===== config.mk =====
export PLATFORM = sky130hd
export DESIGN_NAME = brownout_and_startup_timers
export DESIGN_NICKNAME = d
export VERILOG_FILES = /design/src/core/brownout_and_startup_timers.v /design/src/core/edge_pulse_sync.v /design/src/core/tick_counter.v
export VERILOG_INCLUDE_DIRS = /design/src /design/src/core
export SDC_FILE = /design/constraint.sdc
export NUM_CORES = 1
export LEC_CHECK = 0
export BUFFER_PORTS_ARGS = -buffer_cell sky130_fd_sc_hd__buf_2
export CAP_MARGIN = 30
export CORE_MARGIN = 3
export CORE_UTILIZATION = 45
export DETAILED_ROUTE_END_ITERATION = 16
export PLACE_DENSITY = 0.76
export RECOVER_POWER = 25
export SYNTH_ARGS = -nofsm -noshare
export SYNTH_HDL_FRONTEND = slang
export SYNTH_SLANG_ARGS = --single-unit

===== constraint.sdc =====
create_clock -name ref_clk -period 2.2 [get_ports ref_clk]
set_clock_uncertainty 0.1 [all_clocks]
set_input_delay 0.11 -clock ref_clk [delete_from_list [all_inputs] [get_ports ref_clk]]
set_output_delay 0.11 -clock ref_clk [all_outputs]
set_load 0.03 [all_outputs]

===== src/core/brownout_seq_regs.vh =====
`ifndef BROWNOUT_SEQ_REGS_VH
`define BROWNOUT_SEQ_REGS_VH
// Brown-out enable configurations
`define BOR_CFG_OFF      2'b00
`define BOR_CFG_SW       2'b01
`define BOR_CFG_NOSLEEP  2'b10
`define BOR_CFG_ON       2'b11
// Oscillator mode encodings
`define OSC_LP           3'h0
`define OSC_XT           3'h1
`define OSC_HS           3'h2
`define OSC_HIGH_SPEED_CRYSTAL_PLL_MODE        3'h3
`define OSC_EC           3'h4
`define OSC_RC           3'h5
`define OSC_INT          3'h6
// Timer lengths
`define POWERUP_TIMER_PERIODS     2048
`define OST_CYCLES       1024
`define PLL_LOCK_US      2000
`define REF_CLK_MHZ      25
`define FILTER_NS        200
`define REF_CLK_NS       40
`endif


===== src/core/brownout_and_startup_timers.v =====
`timescale 1ns/1ps
`include "brownout_seq_regs.vh"
module brownout_and_startup_timers
#(
  parameter POWERUP_TIMER_PERIODS = `POWERUP_TIMER_PERIODS,
  parameter OST_CYCLES   = `OST_CYCLES,
  parameter PLL_CYCLES   = `PLL_LOCK_US * `REF_CLK_MHZ
)
(
  input  wire       ref_clk,
  input  wire       arst_n,
  input  wire [1:0] brownout_enable_config,
  input  wire [1:0] brownout_level_select,
  input  wire       powerup_timer_disable_n,
  input  wire [2:0] oscMode,
  input  wire       supplyBelow,
  input  wire       reference_stable_flag,
  input  wire       porPulse,
  input  wire       external_reset_n,
  input  wire       sleepMode,
  input  wire       oscStoppedWake,
  input  wire       low_freq_internal_osc,
  input  wire       osc_input_pin,
  input  wire       sbSetReq,
  input  wire       sbClrReq,
  input  wire       flagSetReq,
  output reg        sysReset,
  output reg        software_brownout_enable,
  output reg        brownout_flag,
  output reg        referenceRequest,
  output reg  [1:0] thresholdSelect,
  output reg        brownoutActive
);
  localparam FILT_CYC = (`FILTER_NS + `REF_CLK_NS - 1) / `REF_CLK_NS;
  localparam [7:0] FILT_TGT = FILT_CYC;
  localparam [11:0] POWERUP_TIMER_TGT = POWERUP_TIMER_PERIODS;
  localparam [11:0] OST_TGT  = OST_CYCLES;
  localparam [16:0] PLL_TGT  = PLL_CYCLES;

  // One-hot sequencer states
  localparam [5:0] S_POR  = 6'h01;
  localparam [5:0] S_BOR  = 6'h02;
  localparam [5:0] S_POWERUP_TIMER = 6'h04;
  localparam [5:0] S_OST  = 6'h08;
  localparam [5:0] S_PLL  = 6'h10;
  localparam [5:0] S_RUN  = 6'h20;

  // Crystal or resonator mode decode, used twice
  function isCrystal;
    input [2:0] m;
    begin
      isCrystal = (m == `OSC_LP) || (m == `OSC_XT) || (m == `OSC_HS) || (m == `OSC_HIGH_SPEED_CRYSTAL_PLL_MODE);
    end
  endfunction

  reg  [5:0] state_r;
  reg  [5:0] state_nxt;
  reg  [7:0] filt_r;
  reg        borTrip_r;
  reg        porSeen_r;
  reg        sbBit_r;
  wire       lfTick;
  wire       oscTick;
  wire       pwrtDone;
  wire       ostDone;
  wire       pllDone;
  wire       detectEn;
  wire       sensing;
  wire       useOst;

  // Slow and oscillator clocks brought in as tick pulses
  edge_pulse_sync u_lfSync
  (
    .ref_clk   (ref_clk),
    .arst_n    (arst_n),
    .sigIn     (low_freq_internal_osc),
    .risePulse (lfTick)
  );

  edge_pulse_sync u_oscSync
  (
    .ref_clk   (ref_clk),
    .arst_n    (arst_n),
    .sigIn     (osc_input_pin),
    .risePulse (oscTick)
  );

  // Detection enable by configuration
  assign detectEn = (brownout_enable_config == `BOR_CFG_ON) ||
                    (brownout_enable_config == `BOR_CFG_SW && sbBit_r) ||
                    (brownout_enable_config == `BOR_CFG_NOSLEEP && !sleepMode);
  assign sensing  = detectEn && reference_stable_flag;
  assign useOst   = isCrystal(oscMode) && (porSeen_r || oscStoppedWake);

  // Brownout filter: trip only after the dip outlasts the filter time
  always @(posedge ref_clk or negedge arst_n)
  begin
    if (!arst_n)
    begin
      filt_r    <= 8'h00;
      borTrip_r <= 1'b0;
    end
    else if (!sensing || !supplyBelow)
    begin
      filt_r    <= 8'h00;
      borTrip_r <= 1'b0;
    end
    else if (filt_r != FILT_TGT)
      filt_r <= filt_r + 8'h01;
    else
      borTrip_r <= 1'b1;
  end

  // Power-up timer: 2048 slow-clock periods
  tick_counter #(.WIDTH(12)) u_powerup_timer
  (
    .ref_clk (ref_clk),
    .arst_n  (arst_n),
    .clear   (state_r != S_POWERUP_TIMER),
    .run     (state_r == S_POWERUP_TIMER),
    .tick    (lfTick),
    .target  (POWERUP_TIMER_TGT),
    .done    (pwrtDone)
  );

  // Start-up timer: 1024 oscillator cycles
  tick_counter #(.WIDTH(12)) u_ost
  (
    .ref_clk (ref_clk),
    .arst_n  (arst_n),
    .clear   (state_r != S_OST),
    .run     (state_r == S_OST),
    .tick    (oscTick),
    .target  (OST_TGT),
    .done    (ostDone)
  );

  // PLL lock wait counted on the reference clock
  tick_counter #(.WIDTH(17)) u_pll
  (
    .ref_clk (ref_clk),
    .arst_n  (arst_n),
    .clear   (state_r != S_PLL),
    .run     (state_r == S_PLL),
    .tick    (1'b1),
    .target  (PLL_TGT),
    .done    (pllDone)
  );

  // Sequencer next state
  always @*
  begin
    state_nxt = state_r;
    case (state_r)
      S_POR:
        if (!porPulse)
        begin
          if (!powerup_timer_disable_n)
            state_nxt = S_POWERUP_TIMER;
          else if (useOst)
            state_nxt = S_OST;
          else
            state_nxt = S_RUN;
        end
      S_BOR:
        if (!borTrip_r)
          state_nxt = !powerup_timer_disable_n ? S_POWERUP_TIMER : S_RUN;
      S_POWERUP_TIMER:
        if (pwrtDone)
          state_nxt = useOst ? S_OST : S_RUN;
      S_OST:
        if (ostDone)
          state_nxt = (oscMode == `OSC_HIGH_SPEED_CRYSTAL_PLL_MODE) ? S_PLL : S_RUN;
      S_PLL:
        if (pllDone)
          state_nxt = S_RUN;
      S_RUN:
        if (oscStoppedWake && isCrystal(oscMode))
          state_nxt = S_OST;
      default:
        state_nxt = S_POR;
    endcase
    if (porPulse)
      state_nxt = S_POR;
    else if (borTrip_r)
      state_nxt = S_BOR;
  end

  // State, flags and outputs
  always @(posedge ref_clk or negedge arst_n)
  begin
    if (!arst_n)
    begin
      state_r                  <= S_POR;
      porSeen_r                <= 1'b1;
      sbBit_r                  <= 1'b0;
      sysReset                 <= 1'b1;
      software_brownout_enable <= 1'b0;
      brownout_flag            <= 1'b0;
      referenceRequest         <= 1'b0;
      thresholdSelect          <= 2'b00;
      brownoutActive           <= 1'b0;
    end
    else
    begin
      state_r <= state_nxt;
      if (state_r == S_POR)
        porSeen_r <= 1'b1;
      else if (state_r == S_RUN)
        porSeen_r <= 1'b0;
      // Software bit: reset value by configuration, writable only in 01
      if (state_r == S_POR || state_r == S_BOR)
        sbBit_r <= (brownout_enable_config == `BOR_CFG_SW);
      else if (brownout_enable_config != `BOR_CFG_SW)
        sbBit_r <= 1'b0;
      else if (sbSetReq)
        sbBit_r <= 1'b1;
      else if (sbClrReq)
        sbBit_r <= 1'b0;
      software_brownout_enable <= (brownout_enable_config == `BOR_CFG_SW) && sbBit_r;
      // Clear on event, in all configs but 00, wins over firmware set
      if ((porPulse || borTrip_r) && brownout_enable_config != `BOR_CFG_OFF)
        brownout_flag <= 1'b0;
      else if (flagSetReq)
        brownout_flag <= 1'b1;
      referenceRequest <= detectEn;
      thresholdSelect  <= brownout_level_select;
      brownoutActive   <= sensing;
      // Timer chain ignores the pin; pin only gates final release
      sysReset <= (state_nxt != S_RUN) || !external_reset_n;
    end
  end
endmodule // brownout_and_startup_timers


===== src/core/edge_pulse_sync.v =====
`timescale 1ns/1ps
// Two-flop synchroniser of a slow clock with rising-edge pulse out
module edge_pulse_sync
(
  input  wire ref_clk,
  input  wire arst_n,
  input  wire sigIn,
  output reg  risePulse
);
  reg meta_r;
  reg sync_r;
  reg last_r;

  // Sync chain and edge detect on second stage only
  always @(posedge ref_clk or negedge arst_n)
  begin
    if (!arst_n)
    begin
      meta_r    <= 1'b0;
      sync_r    <= 1'b0;
      last_r    <= 1'b0;
      risePulse <= 1'b0;
    end
    else
    begin
      meta_r    <= sigIn;
      sync_r    <= meta_r;
      last_r    <= sync_r;
      risePulse <= sync_r & ~last_r;
    end
  end
endmodule // edge_pulse_sync


===== src/core/tick_counter.v =====
`timescale 1ns/1ps
// Counts ticks while running; done stays high while running once the count is reached
module tick_counter
#(
  parameter WIDTH = 12
)
(
  input  wire             ref_clk,
  input  wire             arst_n,
  input  wire             clear,
  input  wire             run,
  input  wire             tick,
  input  wire [WIDTH-1:0] target,
  output wire             done
);
  reg [WIDTH-1:0] count_r;

  // Clear wins; count ticks while running
  always @(posedge ref_clk or negedge arst_n)
  begin
    if (!arst_n)
      count_r <= {WIDTH{1'b0}};
    else if (clear)
      count_r <= {WIDTH{1'b0}};
    else if (run && tick && count_r != target)
      count_r <= count_r + {{(WIDTH-1){1'b0}}, 1'b1};
  end

  assign done = run && (count_r == target);
endmodule // tick_counter


# == Word-level counts from Yosys, hierarchy flattened ==
# Cells that the tools add are included.
# op_classes
add_sub_neg,4
n_eq_ne,25
muxes,29
bitwise_logic,4
n_reduce_logical,37
# ops
op,n
two-way mux 6 bit,10
two-way mux 12 bit,4
one-hot mux 6 bit (6 select lines),1
two-way mux 17 bit,2
"adder 12 x 1 -> 12 bit, second input constant",2
"adder 17 x 1 -> 17 bit, second input constant",1
"== test 17 x 16 -> 1 bit, second input constant",1
"inequality test 17 x 16 -> 1 bit, second input constant",1
two-way mux 8 bit,2
logical AND 1 bit,14
nonzero test 2 bit,7
"== test 12 x 11 -> 1 bit, second input constant",1
"== test 12 bit, second input constant",1
"inequality test 12 x 11 -> 1 bit, second input constant",1
"inequality test 12 bit, second input constant",1
logical OR 1 bit,10
two-way mux 1 bit,10
"adder 8 x 1 -> 8 bit, second input constant",1
"inequality test 8 x 3 -> 1 bit, second input constant",1
"== test 3 x 2 -> 1 bit, second input constant",2
"== test 6 x 1 -> 1 bit, second input constant",1
"== test 6 x 2 -> 1 bit, second input constant",1
"== test 6 x 3 -> 1 bit, second input constant",1
"== test 6 x 4 -> 1 bit, second input constant",1
16 further kinds,22
# word_totals
ff_bits,73
inputBits,21
output_inout_bits,7

# == Logic depth before layout (Yosys ltp) ==
# Gate-level depths: netlist of the first run.
# depth
depth_word,12
mapped_depth,8
depth_no_buf,7

# == Hierarchy ==
# A second synthesis of the first run with hierarchy kept.
# hier_totals
hier_cells,435
area_unflattened_um2,4259.1
# by_module_without_submodules
mod,instances,cells_each,area_each_um2,seq_area_each_um2
tick_counter at u_ost ...,2,83,787.0,300.3
brownout_and_startup_timers,1,136,1320.0,604.3
tick_counter at u_pll,1,123,1137.3,425.4
edge_pulse_sync,2,5,113.9,100.1

# == Worst setup path before layout of the first run ==
# No wires, ideal clock.
# synth_timing
kind,register to register
start,register u_pll.count_r[2]
end,register sysReset
t_arrival_ns,2.245
required_time_ns,2.006
path_slack_ns,-0.239
stages_incl_launch_ff,7
path_buffers,1
synth_period_minus_slack_ns,2.439
cell_sequence,dfrtp_1 > or4_1 > or4_1 > buf_2 > o32ai_2 > o31a_2 > or4b_1
# synth_between
elab_chain_len,8
# synth_lines
item,line,rtl
"start, declared",tick_counter.v:16,reg [WIDTH-1:0] count_r;
"start signal, assigned",tick_counter.v:22,count_r <= {WIDTH{1'b0}};
"start signal, assigned",tick_counter.v:24,count_r <= {WIDTH{1'b0}};
"start signal, assigned",tick_counter.v:26,"count_r <= count_r + {{(WIDTH-1){1'b0}}, 1'b1};"
== test 17 x 16 -> 1 bit,tick_counter.v:29,assign done = run && (count_r == target);
logical AND 1 bit,tick_counter.v:29,
two-way mux 6 bit,brownout_and_startup_timers.v:175,if (pllDone)
one-hot mux 6 bit (6 select lines),brownout_and_startup_timers.v:154,case (state_r)
two-way mux 6 bit,brownout_and_startup_timers.v:185,else if (borTrip_r)
two-way mux 6 bit,brownout_and_startup_timers.v:183,if (porPulse)
named net state_nxt[5],brownout_and_startup_timers.v:57,reg [5:0] state_nxt;
inequality test 6 bit,brownout_and_startup_timers.v:230,sysReset <= (state_nxt != S_RUN) || !external_reset_n;
logical OR 1 bit,brownout_and_startup_timers.v:230,
"end signal, assigned",brownout_and_startup_timers.v:230,
"end, declared",brownout_and_startup_timers.v:27,"output reg sysReset,"
# The timed path passes the listed nets, and every way through them passes these cells.
# A chain may end at the register's enable or synchronous reset.

# == Worst setup path in the final report of the first run ==
# layout_timing
start,register u_pll.count_r[11]
end,register sysReset
# The elaborated chain is that of the path after synthesis.

==> key figures, run 1 <==
Die
  • Die Span Y: ~94 um
  • Starting density of the core: a little under half
  • I/O pin count: 28
  • Core ar.: 7410 um2
  • Die W: about 94 um
  • Site Rows: 31
  • Die ar.: 8860 um2

Clock tree
  • Clk sinks: 73
  • Clock Latency Late Sink: approximately 0.34 ns
  • Worst-path clk slew: 0.08 ns
  • CTS H-tree lvls: 3
  • CTS tree: yes
  • TritonCTS Buffers: 9
  • Clock Tree Root: clkbuf_8
  • CTS Buffer Depth: 2

Synth
  • Main area contributors after synthesis: dfrtp_1 (50%), xor2_1 (6.3%), nor2_1 (6.2%)
  • Main synth FF type: dfrtp_1
  • #FFs+latches synth: 73
  • Post-synth EDFFs: 0
  • Syn_nets: 385
  • Yosys top cell by area: dfrtp_1
  • Yosys warning count: 0
  • Post-synth top area share: 50.1%
  • Synth async-reset ratio: 100%
  • Distinct cells, synth: 48
  • Syn avg cell area: 9.81 um2
  • Synth top cells by count: dfrtp_1 (70), nor2_1 (58), nand2_1 (27)
  • Synth Instances: 356
  • Most frequent cell after synthesis: dfrtp_1
  • Mapped cell area: 3490 um2
  • Post-synthesis sequential area ratio: 52.4%

Timing
  • FMAX: about 410 MHz
  • Final Hold Violating Endpoints: 0
  • Worst rel slew slack: -10.6%
  • Min Tclk post-route: 2.42 ns
  • WHS: 0.0352 ns
  • Final setup viols: 1
  • Slew @ Worst Pin: approximately 1.7 ns
  • RSZ-0062 raised after global routing: true
  • Final period util: 110%
  • Setup TNS: -0.216 ns
  • PnR worst setup slack: -0.216 ns
  • Max-slew violations: 30

Route
  • Routed len/inst: 13.9 um
  • Drt total wl: approximately 7400 um
  • Vias per Instance: 5.19
  • Final ANT Viol Nets: 0
  • Post-route DRC: 0
  • DR pass1 iterations: 4
  • Initial detailed-routing violation count: around 150
  • Vias post-DR: 2777

Critical path
  • Worst setup EP type: register
  • R2r startpoint: u_pll.count_r[11]
  • Crit-path cells: or4_1 > or4_4 > o32ai_4 > o31a_2 > or4b_4
  • Crit-path leading delay family: simple AND/OR/NAND/NOR gates
  • Setup crit start kind: register
  • Slowest Stage Delay on Critical Path: a little under 0.6 ns
  • Worst Path Class, Setup: reg2reg
  • Crit. Startpoint: u_pll.count_r[11]
  • Worst Path Required: 2.36 ns
  • Largest fanout on the critical path: 3
  • WP buf/inv: 0
  • Critical Path AT: 2.58 ns
  • Slowest stage cell, crit path: or4_4

Global route
  • Pin count of the biggest net entering global routing: 45
  • Gr usage total: 18.4%
  • Number of global-route vias before repair: 2824
  • Initial antenna violation count: 0
  • Total grt overflow: 0
  • First-pass GRT wire length: 12900 um

Hold path
  • Min-delay worst type: in2reg
  • Startpoint of the lowest-slack hold path: brownout_enable_config[1]

Cells and area
  • Final design utilization: 59.2%
  • Fin nets: 460
  • Share of cells above drive strength 1: 18.8%
  • Synth-to-Final Area Change: 25.5%
  • Antenna cells: 0

Power and ir drop
  • Power per standard cell area: 678 nW/um2
  • Tot Pwr: a little under 3 mW
  • Worst vdd ir: 0.677 mV
  • Leakage: 1.90 nW

Status
  • Failing checks: max-capacitance violations, max-slew violations, negative setup slack
  • Status: finished, violations left

Placed design
  • HPWL Detailed: 5210 um
  • Buffers on Ports: 27
  • Pre-CTS setup slack: -0.307 ns
  • Routability cong.: 0.793

Flow run
  • Max cap viols: 1
==> cell type report <==
cell class                      instances  area [um2]
Clock buffer                           11         141
Clock inverter                          5         103
Fill cell                             634        3020
Inverter                               12        45.0
Multi-Input combinational cell        264        1630
Sequential cell                        73        1830
Tap cell                               99         124
Timing Repair Buffer                   71         514
==> worst register-to-register path: cells and delay by family (launching register included) <==
family | cells | cell delay, ns
flip-flops | 1 | 0.38
AND/OR/NAND/NOR | 3 | 1.56
AO/OA/AOI/OAI | 2 | 0.30
==> report_power, final <==
group | switching [mW] | internal (mW) | total [mW]
Clock | 0.486 | 0.783 | 1.27
Sequential | 0.0290 | 1.38 | 1.41
Combinational | 0.166 | 0.132 | 0.299
Total | 0.681 | 2.29 | 2.97
==> per-stage QoR <==
step	instances	area [um2]
after floorplan	356	3500
after global placement	502	3950
after detailed placement	502	3950
after CTS	534	4370
after global routing	535	4380
final	535	4380
==> per-layer routing <==
layer / wire length [um] / GRT usage, % / up-vias
met4: 70 / 3.97 / 0
met2: 3620 / 31.6 / 39
met1: 3440 / 22.6 / 1355
met5: 0 / 0 / -
li1: - / - / 1375
met3: 290 / 5.77 / 8
==> flip-flops by register name (all words and copies together), names as in the netlist, 2 cells and up <==
register / cells
filt_r: 8
state_r: 6
thresholdSelect: 2
u_ost.count_r: 12
u_pll.count_r: 17
u_powerup_timer.count_r: 12
==> final timing paths <==
| kind | cells past startpoint | end | slack, ns |
|---|---|---|---|
| min reg2reg | 0 | u_lfSync.sync_r | 0.26 |
| max reg2reg | 5 | sysReset | -0.22 |
| min | 3 | software_brownout_enable | 0.04 |
| max in group asynchronous | 3 | sysReset | 0.37 |
| min in group asynchronous | 2 | u_powerup_timer.count_r[9] | 0.63 |
| max | 5 | sysReset | -0.22 |
==> repair_timing <==
action,4_1_cts,5_1_grt
pin swaps,2,2
resized for setup,3,2
endpoints found under the hold margin,84,0
setup endpoints to repair,1,7
hold buffers,15,0
setup buffers,1,1
==> placed cells by master (no fill, tap or decap), drive strengths merged, types with 2 or more instances in the layout <==
cell type and count:
xnor2 14, nor2 58, or4 3, and3b 2
clkbuf 12, nand3b 2, nand3 21, nor4 4
ha 8, o21ai 13, xor2 25, dlygate4sd3 15
nor2b 7, nand4b 2, nand2 27, nand4 10
bufinv 3, nor4b 3, and3 9, nand2b 2
inv 12, dfstp 3, a21oi 15, o21a 2
buf 55, nor3b 2, dfrtp 70, or3 7
and2 4, nor3 6
==> logic make-up (layout without fill, tap and decap cells) <==
kind of cell / count (synthesis) / after routing / share of synthesized area (%)
AND/OR/NAND/NOR: 174 / 174 / 25.3
adder cells (fa/ha/maj): 8 / 8 / 2.87
buffers and inverters: 19 / 99 / 2.08
XOR/XNOR: 39 / 39 / 9.78
flip-flops: 73 / 73 / 52.4
AO/OA/AOI/OAI: 43 / 43 / 7.63
(Power assumes the default switching activity.)
==> inputs of run 2 (changes only) <==
SETUP_SLACK_MARGIN = 0.05   (was default)
==> key figures, run 2 (synthesis gave the netlist of run 1 again) <==
Timing
  • RSZ-0062 raised after global routing: true
  • Final period util: 110% (about the same)
  • Max-slew violations: 30 (unchanged)
  • Slew @ Worst Pin: 1.66 ns (+0.00329 ns)
  • Min Tclk post-route: 2.42 ns (-0.000494 ns)
  • Setup TNS: -0.216 ns (+0.000494 ns)
  • FMAX: 414 MHz (about the same)
  • Worst rel slew slack: -10.8% (-0.22 points)
  • Final Hold Violating Endpoints: 0 (unchanged)
  • WHS: 0.0336 ns (-0.00156 ns)
  • PnR worst setup slack: -0.216 ns (+0.000494 ns)
  • Final setup viols: 1 (unchanged)

Placed design
  • DP Cell Count: 502 (unchanged)
  • Pre-CTS setup slack: -0.307 ns (unchanged)
  • HPWL Detailed: 5210 um (unchanged)
  • Buffers on Ports: 27 (unchanged)
  • Routability cong.: 0.793 (unchanged)
  • Placed cell area: 3950 um2 (unchanged)

Cells and area
  • Synth-to-Final Area Change: 25.7%
  • Register area: 1830 um2 (unchanged)
  • Most common cell after layout, fill and taps aside: dfrtp_1
  • Number of flip-flops in the largest register: 17 (unchanged)
  • Final Cell Area: 4390 um2 (+0.14%)
  • Biggest registers after layout: u_pll.count_r x17, u_ost.count_r x12, u_powerup_timer.count_r x12
  • Reg with most FFs: u_pll.count_r
  • Share of cells above drive strength 1: 19.0% (+0.23 points)
  • Fillers: 634 (unchanged)
  • Final design utilization: 59.3% (+0.084 points)
  • Multi-input logic area: 1630 um2 (+0.38%)
  • Antenna cells: 0 (unchanged)
  • Final Non-Filler Cells: 535 (unchanged)
  • Fin nets: 460 (unchanged)
  • Most frequent cells in the layout: dfrtp_1 (70), nor2_1 (58), buf_4 (28)

Route
  • Initial detailed-routing violation count: 135 (-9.4%)
  • Vias per Instance: 5.19 (unchanged)
  • Drt total wl: 7430 um (+0.11%)
  • DR pass1 iterations: 4 (unchanged)
  • Routed len/inst: 13.9 um (+0.11%)
  • Final ANT Viol Nets: 0 (unchanged)
  • Vias post-DR: 2777 (unchanged)
  • Post-route DRC: 0 (unchanged)

Die
  • Site Rows: 31 (unchanged)
  • Die ar.: 8860 um2 (unchanged)
  • Starting density of the core: 47.2% (unchanged)
  • I/O pin count: 28 (unchanged)
  • Core ar.: 7410 um2 (unchanged)
  • Die W: 94.1 um (unchanged)
  • Die Span Y: 94.1 um (unchanged)

Status
  • Status: finished, violations left
  • Failing checks: max-capacitance violations, max-slew violations, negative setup slack

Global route
  • Gr usage total: 18.4% (unchanged)
  • First-pass GRT wire length: 12900 um (unchanged)
  • Initial antenna violation count: 0 (unchanged)
  • Total grt overflow: 0 (unchanged)
  • Pin count of the biggest net entering global routing: 45 (unchanged)
  • Number of global-route vias before repair: 2824 (unchanged)

Power and ir drop
  • Power per standard cell area: 678 nW/um2 (about the same)
  • Tot Pwr: 2.98 mW (about the same)
  • Switching portion of total power: 22.9% (about the same)
  • Net Switching: 0.681 mW (about the same)
  • Worst vdd ir: 0.677 mV (about the same)
  • Pint: 2.29 mW (about the same)
  • Clock share of power: 42.6% (about the same)
  • Combinational Power Share: 10.1% (about the same)
  • Reg power frac: 47.3% (about the same)
  • Leakage: 1.91 nW (+0.12%)

Hold path
  • WHS Endpoint: software_brownout_enable
  • Startpoint of the lowest-slack hold path: brownout_enable_config[1]
  • Min-delay worst type: in2reg
  • Hold path depth: 3 (unchanged)

Clock tree
  • Worst-path clk slew: 0.08 ns (about the same)
  • CTS Buffer Depth: 2 (unchanged)
  • TritonCTS Buffers: 9 (unchanged)
  • Clock Tree Root: clkbuf_8
  • CTS tree: yes
  • CTS H-tree lvls: 3 (unchanged)
  • Clock Latency Late Sink: 0.34 ns (about the same)
  • Clk sinks: 73 (unchanged)

Critical path
  • FF-to-FF setup slack: -0.22 ns (about the same)
  • Setup crit start kind: register
  • Largest fanout on the critical path: 3 (unchanged)
  • Worst Path Required: 2.36 ns (about the same)
  • Worst Reg-to-Reg Cells: 5 (unchanged)
  • R2r startpoint: u_pll.count_r[11]
  • Critical Path AT: 2.58 ns (about the same)
  • Worst setup EP type: register
  • Worst Path Class, Setup: reg2reg
  • R2R Path End: sysReset

Flow run
  • Max cap viols: 1 (unchanged)
run 2: changes by cell type in the layout (fill, tap and decap cells not counted):
cell / before / now
nor4b_1: 2 / 1
nor4b_2: 1 / 2
run 2: power groups by stage:
stage | sequential (mW) | clock (mW) | combinational (mW)
2_1_floorplan | 1.44 | 0 | 0.135
3_3_place_gp | 1.43 | 0 | 0.255
3_5_place_dp | 1.43 | 0 | 0.263
4_1_cts | 1.41 | 1.29 | 0.293
5_1_grt | 1.41 | 1.35 | 0.331
6_report | 1.41 | 1.27 | 0.300
run 2: worst max-delay path by stage:
stage                            from  endpoint  slack (ns)  depth (start not counted)
floorplan           u_pll.count_r[11]  sysReset       -0.19                          6
global placement    u_pll.count_r[11]  sysReset       -0.17                          5
detailed placement  u_pll.count_r[11]  sysReset       -0.31                          5
CTS                  u_pll.count_r[2]  sysReset       -0.23                          5
global route        u_pll.count_r[11]  sysReset       -0.25                          5
finish              u_pll.count_r[11]  sysReset       -0.22                          5
run 2: repair_timing:
action                                  in CTS  in global routing
hold buffers                                15                  0
pin swaps                                    2                  2
endpoints found under the hold margin       84                  0
endpoints found under the setup margin       2                  9
resized for setup                            3                  3
setup buffers                                1                  1
gates cloned                                 0                  0
run 2: critical path, stage by stage, from the launching register on:
cell and delay, ns:
dfrtp_1 0.38, or4_1 0.52, or4_4 0.58, o32ai_4 0.12
o31a_2 0.18, or4b_4 0.46
run 2: per-layer routing:
metal  track usage [%]  wire length [um]  vias to the layer above
met5                 0                 0                        -
met4              3.97                70                        0
met3              5.77               307                        8
met2              31.6              3630                       41
met1              22.6              3420                     1353
li1                  -                 -                     1375
run 2: cell type report:
cell class,instances,area share [%]
inverter,12,1.03
multi-input combinational,264,37.2
sequential,73,41.7
clock inverter,5,2.34
tap,99,2.82
clock buffer,11,3.22
timing repair buffer,71,11.7
==> inputs of run 3 (changes only) <==
CORE_ASPECT_RATIO = 0.6   (was default)
SKIP_LAST_GASP = 1   (was default)
==> key figures, run 3 (synthesis gave the netlist of run 1 again) <==
Status
  • Status: finished, violations left
  • Failing checks: negative setup slack

Power and ir drop
  • Reg power frac: 41.9% (-5.4 points)
  • Pint: 2.63 mW (+15%)
  • Clock share of power: 49.7% (+7.1 points)
  • Power per standard cell area: 758 nW/um2 (+12%)
  • Switching portion of total power: 21.7% (-1.2 points)
  • Combinational Power Share: 8.4% (-1.7 points)
  • Tot Pwr: 3.36 mW (+13%)
  • Worst vdd ir: 0.464 mV (-32%)
  • Net Switching: 0.730 mW (+7.1%)
  • Leakage: 1.93 nW (+1.3%)

Cells and area
  • Synth-to-Final Area Change: 27.1%
  • Number of flip-flops in the largest register: 17 (unchanged)
  • Antenna cells: 0 (unchanged)
  • Fillers: 629 (-0.79%)
  • Reg with most FFs: u_pll.count_r
  • Biggest registers after layout: u_pll.count_r x17, u_ost.count_r x12, u_powerup_timer.count_r x12
  • Fin nets: 454 (-1.3%)
  • Most common cell after layout, fill and taps aside: dfrtp_1
  • Register area: 1830 um2 (unchanged)
  • Final Non-Filler Cells: 534 (-0.19%)
  • Final design utilization: 60.1% (+0.83 points)
  • Most frequent cells in the layout: dfrtp_1 (70), nor2_1 (58), nand2_1 (27)
  • Final Cell Area: 4440 um2 (+1.1%)
  • Share of cells above drive strength 1: 17.7% (-1.4 points)
  • Multi-input logic area: 1620 um2 (-0.69%)

Critical path
  • Worst setup EP type: register
  • Setup crit start kind: register
  • Worst Path Class, Setup: reg2reg
  • Crit-path leading delay family: simple AND/OR/NAND/NOR gates
  • Largest fanout on the critical path: 3 (unchanged)
  • Worst path depth: 5 (unchanged)
  • Crit. Startpoint: u_pll.count_r[11]
  • Critical Path AT: 2.49 ns (-0.09 ns)
  • Slowest Stage Delay on Critical Path: 0.57 ns (about the same)
  • WP buf/inv: 0 (unchanged)
  • Slowest stage cell, crit path: or4_4
  • R2R Path End: sysReset
  • FF-to-FF setup slack: -0.15 ns (+0.07 ns)
  • Worst Path Required: 2.35 ns (about the same)
  • Setup crit end: sysReset
  • R2r startpoint: u_pll.count_r[11]
  • Crit-path cells: or4_1 > or4_4 > o32ai_2 > o31a_2 > or4b_1
  • Worst Reg-to-Reg Cells: 5 (unchanged)

Clock tree
  • Post-CTS Repair Setup Buffers: 0 (-1)
  • Clock Latency Late Sink: 0.34 ns (about the same)
  • CTS tree: yes
  • Worst-path clk slew: 0.05 ns (-0.03 ns)
  • TritonCTS Buffers: 9 (unchanged)
  • Clock Tree Root: clkbuf_16
  • Clk sinks: 73 (unchanged)
  • CTS H-tree lvls: 3 (unchanged)
  • CTS Buffer Depth: 2 (unchanged)

Global route
  • Pin count of the biggest net entering global routing: 74 (+64%)
  • Gr usage total: 17.3% (-1.1 points)
  • First-pass GRT wire length: 12000 um (-6.7%)
  • Number of global-route vias before repair: 2511 (-11%)
  • Initial antenna violation count: 0 (unchanged)
  • Total grt overflow: 0 (unchanged)

Placed design
  • Buffers on Ports: 27 (unchanged)
  • HPWL Detailed: 4960 um (-4.7%)
  • DP Cell Count: 504 (+0.40%)
  • Routability cong.: 0.833 (+5.1%)
  • Pre-CTS setup slack: -0.218 ns (+0.0887 ns)
  • Placed cell area: 3940 um2 (-0.16%)

Timing
  • Max-slew violations: 0 (-100%)
  • Min Tclk post-route: 2.35 ns (-0.0677 ns)
  • Final Hold Violating Endpoints: 0 (unchanged)
  • RSZ-0062 raised after global routing: true
  • Slew @ Worst Pin: 0.956 ns (-0.706 ns)
  • Final period util: 107% (-3.1 points)
  • Final setup viols: 1 (unchanged)
  • FMAX: 426 MHz (+2.9%)
  • Worst rel slew slack: 36.2% (+47 points)
  • WHS: 0.0110 ns (-0.0226 ns)
  • Setup TNS: -0.148 ns (+0.0677 ns)
  • PnR worst setup slack: -0.148 ns (+0.0677 ns)

Route
  • Initial detailed-routing violation count: 181 (+34%)
  • Vias per Instance: 5.13 (-1.1%)
  • Routed len/inst: 13.3 um (-4.4%)
  • Drt total wl: 7090 um (-4.6%)
  • DR pass1 iterations: 4 (unchanged)
  • Vias post-DR: 2742 (-1.3%)
  • Post-route DRC: 0 (unchanged)
  • Final ANT Viol Nets: 0 (unchanged)

Die
  • Starting density of the core: 47.3% (+0.14 points)
  • Die ar.: 8890 um2 (+0.40%)
  • Die W: 120 um (+27%)
  • I/O pin count: 28 (unchanged)
  • Core ar.: 7390 um2 (-0.29%)
  • Site Rows: 24 (-23%)
  • Die Span Y: 74.3 um (-21%)

Hold path
  • Hold path depth: 3 (unchanged)
  • Min-delay worst type: in2reg

Flow run
  • Max cap viols: 0 (-1)
run 3: cell count changes in the layout (fill, tap and decap cells not counted), sizes merged:
| cell | delta |
|---|---|
| clkbuf | +1 |
| dlygate4sd3 | -1 |
| buf | -6 |
run 3: layer usage:
layer / part of all wire [%] / vias up / track usage, %
li1: - / 1365 / -
met1: 52 / 1316 / 25.4
met2: 42 / 54 / 24.4
met3: 5.0 / 7 / 6.16
met4: 1.0 / 0 / 4.70
met5: 0 / - / 0
run 3: worst min-delay path by stage:
stage,startpoint,to
after detailed placement,arst_n,referenceRequest
after global placement,arst_n,brownoutActive
final,external_reset_n,sysReset
after global routing,external_reset_n,sysReset
after CTS,external_reset_n,sysReset
after floorplan,arst_n,borTrip_r
run 3: power groups by stage:
stage | sequential (mW) | combinational, mW | clock, mW
floorplan | 1.44 | 0.135 | 0
global placement | 1.43 | 0.250 | 0
detailed placement | 1.43 | 0.257 | 0
CTS | 1.41 | 0.278 | 1.71
global route | 1.41 | 0.314 | 1.76
finish | 1.41 | 0.281 | 1.67
run 3: repair_timing:
action,CTS,global route
hold buffers,14,0
cloned,0,0
resized for setup,2,2
endpoints found under the setup margin,2,2
pin swaps,0,0
endpoints found under the hold margin,81,0
run 3: final cells by class:
cell class / instances / area share, %
repair buffers: 65 / 10.5
multi-input cells: 264 / 36.5
flip-flops and latches: 73 / 41.2
well taps: 104 / 2.93
clock buffers: 11 / 5.47
inverters: 12 / 1.01
clock inverters: 5 / 2.31
run 3: worst min-delay path, cell delays in order:
cell and delay (ns):
buf_2 0.11, o311ai_1 0.07, or4b_1 0.11
